## src/core/acqc_pkg.sv

```systemverilog
// constants, register map and state encoding for the acquisition control block
package acqc_pkg;
    localparam logic [7:0]  ADDR_ACQ_MODE      = 8'hd2;
    localparam logic [7:0]  ADDR_CONV_STATUS   = 8'hd3;
    localparam logic [7:0]  ADDR_SHUNT_CFG     = 8'hd4;

    localparam logic [7:0]  ACQ_MODE_RST       = 8'h0a;
    localparam logic [7:0]  CONV_STATUS_RST    = 8'h00;
    localparam logic [15:0] SHUNT_CFG_RST      = 16'h0387;
    localparam logic [7:0]  ACQ_MODE_MASK      = 8'h7f;
    localparam logic [15:0] SHUNT_CFG_MASK     = 16'h3fff;

    // acquisition mode fields
    localparam int          MODE_PD_BIT        = 6;
    localparam int          MODE_IDLE_BIT      = 5;
    localparam int          MODE_POST_PD_BIT   = 4;
    localparam int          MODE_CONT_BIT      = 3;
    localparam int          MODE_OP_LSB        = 0;
    localparam int          MODE_OP_W          = 3;

    // conversion status fields
    localparam int          STAT_RDY_BIT       = 1;
    localparam int          STAT_OVF_BIT       = 0;

    // shunt channel config fields
    localparam int          CFG_AUX_AVG_LSB    = 10;
    localparam int          CFG_AUX_TIME_LSB   = 7;
    localparam int          CFG_PRI_AVG_LSB    = 3;
    localparam int          CFG_PRI_TIME_LSB   = 0;
    localparam int          CFG_AVG_W          = 4;
    localparam int          CFG_TIME_W         = 3;

    // measured inputs, in walk order
    localparam int          NUM_CHAN           = 5;
    localparam logic [2:0]  CH_PRI_SHUNT       = 3'h0;
    localparam logic [2:0]  CH_PRI_BUS         = 3'h1;
    localparam logic [2:0]  CH_AUX_SHUNT       = 3'h2;
    localparam logic [2:0]  CH_AUX_BUS         = 3'h3;
    localparam logic [2:0]  CH_TEMP            = 3'h4;

    // shortest conversion time and the clock
    localparam int          CONV_TIME_MIN_NS   = 64000;
    localparam int          CLK_PERIOD_NS      = 10;
    localparam int          CONV_BASE_CYCLES_DFLT = (CONV_TIME_MIN_NS + CLK_PERIOD_NS - 1) / CLK_PERIOD_NS;
    localparam int          AVG_LOG_MAX        = 12;

    typedef enum logic [2:0] {
        ST_IDLE  = 3'b001,
        ST_CONV  = 3'b010,
        ST_STORE = 3'b100
    } acqc_state_e;
endpackage

```

## src/core/acqc_top.sv

```systemverilog
// acquisition mode, conversion status and shunt configuration with the measurement sequencer
`timescale 1ns/1ps
module acqc_top #(
    parameter int unsigned CONV_BASE_CYCLES = acqc_pkg::CONV_BASE_CYCLES_DFLT,
    parameter int unsigned SAMPLE_W         = 16
) (
    input  wire logic                clock,
    input  wire logic                srst,
    input  wire logic                reg_wr,
    input  wire logic                reg_rd,
    input  wire logic [7:0]          reg_addr,
    input  wire logic [15:0]         reg_wdata,
    output logic      [15:0]         reg_rdata,
    output logic                     reg_rd_valid,
    output logic                     converter_power_down,
    output logic                     converter_idle,
    output logic                     conv_start,
    output logic      [2:0]          conv_channel,
    input  wire logic [SAMPLE_W-1:0] adc_sample,
    input  wire logic                math_range_error,
    output logic                     result_valid,
    output logic      [2:0]          result_channel,
    output logic      [SAMPLE_W-1:0] result_data,
    output logic      [SAMPLE_W-1:0] shunt_result_primary,
    output logic      [SAMPLE_W-1:0] shunt_result_aux
);
    import acqc_pkg::*;

    localparam int CNT_W = $clog2(CONV_BASE_CYCLES * 32 + 1);
    localparam int ACC_W = SAMPLE_W + AVG_LOG_MAX + 1;

    // the counter and accumulator widths are derived from these; other values would overflow them
    if (CONV_BASE_CYCLES < 1 || CONV_BASE_CYCLES > 65536 || SAMPLE_W < 2 || SAMPLE_W > 32) begin : g_bad_param
        $error("acqc_top: unsupported parameter value");
    end

    logic [7:0]              mode;
    logic [15:0]             shunt_cfg;
    logic                    ready_flag;
    logic                    ovf_flag;
    logic                    post_hold;
    logic                    trig_pending;
    acqc_state_e             st;
    logic [2:0]              chan;
    logic [CNT_W-1:0]        conv_cnt;
    logic [AVG_LOG_MAX:0]    samp_cnt;
    logic signed [ACC_W-1:0] acc;

    // register access decode; the serial engine hands decoded word accesses in here
    wire mode_wr    = reg_wr && (reg_addr == ADDR_ACQ_MODE);
    wire cfg_wr     = reg_wr && (reg_addr == ADDR_SHUNT_CFG);
    wire continuous = mode[MODE_CONT_BIT];

    // inputs selected by the operating mode field, one bit per walk position
    wire [2:0] op_mode = mode[MODE_OP_LSB +: MODE_OP_W];
    logic [NUM_CHAN-1:0] ch_mask;
    always_comb begin
        case (op_mode)
            3'h0:    ch_mask = 5'h01;
            3'h1:    ch_mask = 5'h02;
            3'h2:    ch_mask = 5'h03;
            3'h3:    ch_mask = 5'h04;
            3'h4:    ch_mask = 5'h08;
            3'h5:    ch_mask = 5'h0c;
            3'h6:    ch_mask = 5'h10;
            default: ch_mask = 5'h1f;
        endcase
    end

    // lowest selected channel at or above a walk position
    function automatic logic [3:0] find_from(input logic [NUM_CHAN-1:0] m, input int from);
        logic [3:0] r;
        r = 4'h0;
        for (int i = NUM_CHAN - 1; i >= 0; i--) begin
            if (i >= from && m[i]) begin
                r = {1'b1, 3'(i)};
            end
        end
        return r;
    endfunction

    wire [3:0] first_ch = find_from(ch_mask, 0);
    wire [3:0] next_ch  = find_from(ch_mask, int'(chan) + 1);

    // the primary fields serve the primary inputs, the auxiliary fields the rest
    wire       use_pri  = (chan == CH_PRI_SHUNT) || (chan == CH_PRI_BUS);
    wire       is_shunt = (chan == CH_PRI_SHUNT) || (chan == CH_AUX_SHUNT);
    wire [2:0] t_code   = use_pri ? shunt_cfg[CFG_PRI_TIME_LSB +: CFG_TIME_W] : shunt_cfg[CFG_AUX_TIME_LSB +: CFG_TIME_W];
    wire [3:0] a_code   = use_pri ? shunt_cfg[CFG_PRI_AVG_LSB +: CFG_AVG_W] : shunt_cfg[CFG_AUX_AVG_LSB +: CFG_AVG_W];

    // codes 1xx ignore their lowest bit
    // limitation: each sample also spends its start cycle, one clock over the coded count
    wire [2:0] t_shift  = t_code[2] ? (t_code[1] ? 3'h5 : 3'h4) : {1'b0, t_code[1:0]};
    wire [CNT_W-1:0] conv_cycles = CNT_W'(CONV_BASE_CYCLES) << t_shift;

    // averaging only applies to the shunt inputs; the bus inputs take one sample here
    wire [3:0] avg_log  = !is_shunt ? 4'h0 : ((a_code[3:2] == 2'b11) ? 4'(AVG_LOG_MAX) : a_code);
    wire [AVG_LOG_MAX:0] last_samp = (AVG_LOG_MAX + 1)'((1 << avg_log) - 1);

    wire signed [ACC_W-1:0] sum_now = acc + ACC_W'($signed(adc_sample));
    wire signed [ACC_W-1:0] avg_now = sum_now >>> avg_log;

    wire conv_last   = (st == ST_CONV) && (conv_cnt == '0);
    wire samp_last   = conv_last && (samp_cnt == last_samp);
    wire cycle_end   = (st == ST_STORE) && !next_ch[3] && !mode_wr;
    wire run_allowed = !mode[MODE_PD_BIT] && !mode[MODE_IDLE_BIT] && !post_hold;
    wire start_cycle = (st == ST_IDLE) && run_allowed && (continuous || trig_pending) && !mode_wr;

    // register file
    always_ff @(posedge clock) begin
        if (srst) begin
            mode      <= ACQ_MODE_RST;
            shunt_cfg <= SHUNT_CFG_RST;
        end else begin
            if (mode_wr) begin
                mode <= reg_wdata[7:0] & ACQ_MODE_MASK;
            end
            if (cfg_wr) begin
                shunt_cfg <= reg_wdata & SHUNT_CFG_MASK;
            end
        end
    end

    // ready is only defined in triggered operation; a same-cycle write beats a finishing cycle and clears ready
    always_ff @(posedge clock) begin
        if (srst) begin
            ready_flag <= CONV_STATUS_RST[STAT_RDY_BIT];
            ovf_flag   <= CONV_STATUS_RST[STAT_OVF_BIT];
        end else begin
            if (cycle_end && !continuous) begin
                ready_flag <= 1'b1;
            end else if (mode_wr) begin
                ready_flag <= 1'b0;
            end
            if (cycle_end) begin
                ovf_flag <= math_range_error;
            end
        end
    end

    // post-trigger hold keeps the converter parked until the next mode write
    always_ff @(posedge clock) begin
        if (srst) begin
            post_hold    <= 1'b0;
            trig_pending <= 1'b0;
        end else begin
            if (mode_wr) begin
                post_hold    <= 1'b0;
                trig_pending <= 1'b1;
            end else begin
                if (cycle_end && !continuous) begin
                    post_hold <= 1'b1;
                end
                if (start_cycle) begin
                    trig_pending <= 1'b0;
                end
            end
        end
    end

    // sequencer; a mode write abandons any cycle in flight so the new setting starts clean
    always_ff @(posedge clock) begin
        if (srst) begin
            st       <= ST_IDLE;
            chan     <= CH_PRI_SHUNT;
            conv_cnt <= '0;
            samp_cnt <= '0;
            acc      <= '0;
        end else if (mode_wr) begin
            st <= ST_IDLE;
        end else begin
            case (st)
                ST_IDLE: begin
                    if (start_cycle && first_ch[3]) begin
                        st       <= ST_CONV;
                        chan     <= first_ch[2:0];
                        samp_cnt <= '0;
                        acc      <= '0;
                    end
                end
                ST_CONV: begin
                    if (conv_cnt == '0 && !conv_start) begin
                        if (samp_last) begin
                            st <= ST_STORE;
                        end else begin
                            samp_cnt <= samp_cnt + 1'b1;
                            acc      <= sum_now;
                        end
                    end else if (conv_start) begin
                        conv_cnt <= conv_cycles - 1'b1;
                    end else begin
                        conv_cnt <= conv_cnt - 1'b1;
                    end
                end
                ST_STORE: begin
                    samp_cnt <= '0;
                    acc      <= '0;
                    if (next_ch[3]) begin
                        st   <= ST_CONV;
                        chan <= next_ch[2:0];
                    end else begin
                        st <= ST_IDLE;
                    end
                end
                default: st <= ST_IDLE;
            endcase
        end
    end

    // one sample starts on entering a channel and again after each finished sample except the channel's last
    logic conv_armed;
    always_ff @(posedge clock) begin
        if (srst) begin
            conv_armed <= 1'b0;
        end else begin
            conv_armed <= (st == ST_IDLE && start_cycle && first_ch[3] && !mode_wr)
                       || (st == ST_STORE && next_ch[3] && !mode_wr)
                       || (conv_last && !conv_start && !samp_last && !mode_wr);
        end
    end
    assign conv_start = conv_armed && (st == ST_CONV);

    // results hold the average of the samples just taken
    logic signed [SAMPLE_W-1:0] avg_hold;
    always_ff @(posedge clock) begin
        if (srst) begin
            avg_hold             <= '0;
            result_valid         <= 1'b0;
            result_channel       <= CH_PRI_SHUNT;
            result_data          <= '0;
            shunt_result_primary <= '0;
            shunt_result_aux     <= '0;
        end else begin
            result_valid <= 1'b0;
            if (samp_last && !conv_start && !mode_wr) begin
                avg_hold <= avg_now[SAMPLE_W-1:0];
            end
            if (st == ST_STORE && !mode_wr) begin
                result_valid   <= 1'b1;
                result_channel <= chan;
                result_data    <= avg_hold;
                if (chan == CH_PRI_SHUNT) begin
                    shunt_result_primary <= avg_hold;
                end
                if (chan == CH_AUX_SHUNT) begin
                    shunt_result_aux <= avg_hold;
                end
            end
        end
    end

    // converter power and idle controls follow the mode bits and the post-trigger hold
    assign converter_power_down = mode[MODE_PD_BIT] || (post_hold && mode[MODE_POST_PD_BIT]);
    assign converter_idle       = !converter_power_down && (st == ST_IDLE);
    assign conv_channel         = chan;

    // read answers one cycle after the strobe; unmapped addresses read zero
    wire [15:0] rd_mux = (reg_addr == ADDR_ACQ_MODE)    ? {8'h00, mode} :
                         (reg_addr == ADDR_CONV_STATUS) ? {14'h0000, ready_flag, ovf_flag} :
                         (reg_addr == ADDR_SHUNT_CFG)   ? shunt_cfg : 16'h0000;
    always_ff @(posedge clock) begin
        if (srst) begin
            reg_rdata    <= 16'h0000;
            reg_rd_valid <= 1'b0;
        end else begin
            reg_rd_valid <= reg_rd;
            if (reg_rd) begin
                reg_rdata <= rd_mux;
            end
        end
    end
endmodule

```

## config.mk

```make
export PLATFORM = sky130hd
export DESIGN_NAME = acqc_top
export DESIGN_NICKNAME = d
export VERILOG_FILES = /design/src/core/acqc_pkg.sv /design/src/core/acqc_top.sv
export SDC_FILE = /design/constraint.sdc
export NUM_CORES = 1
export LEC_CHECK = 0
export BUFFER_PORTS_ARGS = -buffer_cell sky130_fd_sc_hd__buf_2
export CORE_MARGIN = 5
export CORE_UTILIZATION = 54
export DETAILED_ROUTE_END_ITERATION = 10
export GPL_ROUTABILITY_DRIVEN = 1
export PLACE_DENSITY = 0.81
export SLEW_MARGIN = 20
export SYNTH_ARGS = -nofsm -noshare
export SYNTH_HDL_FRONTEND = slang
export SYNTH_SLANG_ARGS = --single-unit
```

## constraint.sdc

```tcl
create_clock -name clock -period 4.3 [get_ports clock]
set_input_delay 0.215 -clock clock [delete_from_list [all_inputs] [get_ports clock]]
set_output_delay 0.215 -clock clock [all_outputs]
set_load 0.02 [all_outputs]
```

==> flow_summary.json <==
{
  "drive_gt1_share_pct": 16.0,
  "hold_ws_ns": 0.0127,
  "worstSetupEndpointType": "flip-flop",
  "min_period_ns": 4.12,
  "irDropWorstVdd_uv": 258,
  "holdCritPathClass": "primary input to flip-flop",
  "grt_max_degree": 97,
  "ys_top_cells_by_area": "dfxtp_1 (31%), a21oi_1 (7.9%), nand2_1 (7.6%)",
  "synth_warnings": 0,
  "postLayoutCoreUtil_pct": 62.1,
  "clock_latency_ns": 0.44,
  "power_leakage_nw": 5.09,
  "skew_ns": 0.0114,
  "area_growth_pct": 13.9,
  "postSynthAreaPerCell_sq_um": 7.56,
  "p_per_area_mw_per_mm2": 415,
  "setup_viol": 0,
  "drv_slew": 0,
  "max_slew_margin_pct": 33.0,
  "routed_wl_microns": 35000,
  "initial_core_util_pct": 54.5,
  "synth.distinct_cells": 94,
  "hold_violations": 0,
  "min_period_over_period_pct": 95.7,
  "cp-start-kind": "flip-flop",
  "fin_nets": 1670,
  "num_vias": 12200,
  "crit_path_max_fanout": 8,
  "yosysTopAreaCell": "dfxtp_1",
  "die_h_microns": 155,
  "overflow": 0,
  "ys_ff_latch": 174,
  "final_common_cell": "nand2_1",
  "slowest_delay_ns": 0.44,
  "dp_hpwl_microns": 24900,
  "setup_tns_ns": 0,
  "antenna_found_initial": 0,
  "viasPerCell": 6.53,
  "fp-row-count": 53,
  "root_buffer": "clkbuf_16",
  "die_area_sq_mm": 0.0241,
  "cts_made_buffers": 17,
  "drc": 0,
  "grt_first_pass_wirelength_microns": 55100,
  "ys.flop_type": "dfxtp_1",
  "drtIter0Drc": 1555,
  "ys_async_sr_fraction_pct": 0,
  "use_met3_pct": 4.06,
  "die_w_microns": 155,
  "synth_edf_count": 0,
  "worstMarginPinSlew_ns": 1.01,
  "wire_per_inst_microns": 18.7,
  "dr.pass1.iters": 5,
  "fp.coreArea_sq_mm": 0.0209,
  "clk_pin_slew_ns": 0.07,
  "grt_use_met1_pct": 38.5,
  "busiest_layer": "met2",
  "maxCapViolCount": 0,
  "status": "completed",
  "clockBufferDepth": 2,
  "critPathBufInv": 3,
  "yosysTopAreaCellShare_pct": 30.6,
  "grt_util_met2_pct": 43.3,
  "htreeDepth": 4,
  "mostFrequentLayoutCells": "nand2_1 (229), a21oi_1 (179), dfxtp_1 (173)",
  "crit_arrival_ns": 4.42,
  "fmax_ghz": 0.243,
  "synth_area_sq_mm": 0.0114,
  "cts.sinks": 174,
  "place_inst": 1834,
  "diodes": 0,
  "place_congestion": 1.02,
  "grtUsageTotal_pct": 27.4,
  "critPathTopFamily": "simple AND/OR/NAND/NOR gates",
  "crit_chain": "inv_1, ha_2, buf_4, o21a_1, o21a_2, nand2_1, nor2_4, nand2_1, ha_1, inv_1, nor4_1, o21ai_0, a211o_1, nor2_1, and4_1, nor4b_1, a21oi_1",
  "cts_tree": "done",
  "grt_pass1_vias": 10700,
  "ios": 120,
  "antenna_left": 0,
  "stdcell_count": 1871,
  "critPathSlowestCell": "nor4_1",
  "seq_area_frac_synth_pct": 30.6,
  "critPathKind": "flip-flop to flip-flop",
  "syn_inst": 1505,
  "portBuffers": 115,
  "cp.required_ns": 4.61
}
[Yosys cell counts (21+ instances only)]
master / number
mux2i_1: 25
dfxtp_1: 174
nand4_1: 21
nand2_1: 229
clkbuf_1: 77
o211ai_1: 21
nor3_1: 43
a22o_1: 21
ha_1: 41
nor2_1: 104
a21oi_1: 179
nand3_1: 60
a211oi_1: 34
inv_1: 29
o21ai_0: 59
[timing repair]
| action | CTS | global route |
|---|---|---|
| setup endpoints to repair | 9 | 60 |
| resized for setup | 1 | 15 |
| endpoints found under the hold margin | 3 | 0 |
| pin swaps | 0 | 1 |
| buffers inserted | 0 | 2 |
| hold buffers | 3 | 0 |
[routing by layer]
metal / share of wire [%] / up-vias
li1: - / 5751
met1: 43 / 5684
met2: 45 / 677
met3: 9.5 / 101
met4: 2.7 / 0
met5: 0 / -
[cell type report]
class                   instances  area [sq um]
multi-input cells            1197          7440
inverters                      30           113
well taps                     275           344
fillers                      1772          7920
clock buffers                  18           439
clock inverters                14           200
flip-flops and latches        174          3480
repair buffers                163           946
[path summary, 6_finish.rpt]
check                                              from                 endpoint  slack [ns]  depth (start not counted)
worst max-delay path                    conv_channel[1]             avg_hold[11]        0.18                         17
worst min-delay path                      reg_wdata[11]            shunt_cfg[11]        0.01                          3
worst max register to register          conv_channel[1]             avg_hold[11]        0.18                         17
worst min register to register  shunt_result_primary[6]  shunt_result_primary[6]        0.45                          2
[kinds of logic after synthesis]
kind of cell    count (synthesis)  share of synthesized area, %
xor+xnor                       21                          1.62
simple gates                  584                          24.9
other cells                     1                        0.0329
mux                            35                          3.21
flops                         174                          30.6
buf+inv                       135                          5.03
fa+ha+maj                      42                          4.68
compound gates                513                          30.0
[power breakdown]
part | total [mW] | switching [mW] | internal, mW
registers | 1.86 | 0.133 | 1.72
clock network | 1.69 | 0.738 | 0.957
logic | 1.82 | 1.15 | 0.679
[through the flow]
stage	total power, mW	instance area (sq um)	setup slack [ns]
6_report	5.38	13000	0.184
3_5_place_dp	3.61	12200	-0.0221
5_1_grt	5.62	13000	-0.159
3_3_place_gp	3.57	12200	0.0965
4_1_cts	5.31	12900	0.0169
2_1_floorplan	3.17	11400	0.0154
[state kept, by name, summed over array words and instances (netlist names), 7 cells and up]
signal                count
shunt_result_primary     16
mode                      7
acc                      28
reg_rdata                14
shunt_result_aux         16
result_data              16
conv_cnt                 18
samp_cnt                 13
shunt_cfg                14
avg_hold                 16
[worst reg2reg max path: stages, from the launching register on]
cell and delay [ns]:
dfxtp_1 0.33, inv_1 0.08, ha_2 0.23, buf_4 0.17, o21a_1 0.23, o21a_2 0.27
nand2_1 0.13, nor2_4 0.05, nand2_1 0.07, ha_1 0.28, inv_1 0.14, nor4_1 0.44
o21ai_0 0.13, a211o_1 0.32, nor2_1 0.17, and4_1 0.43, nor4b_1 0.38, a21oi_1 0.13
Note: power is estimated with default switching activity, not from simulation.
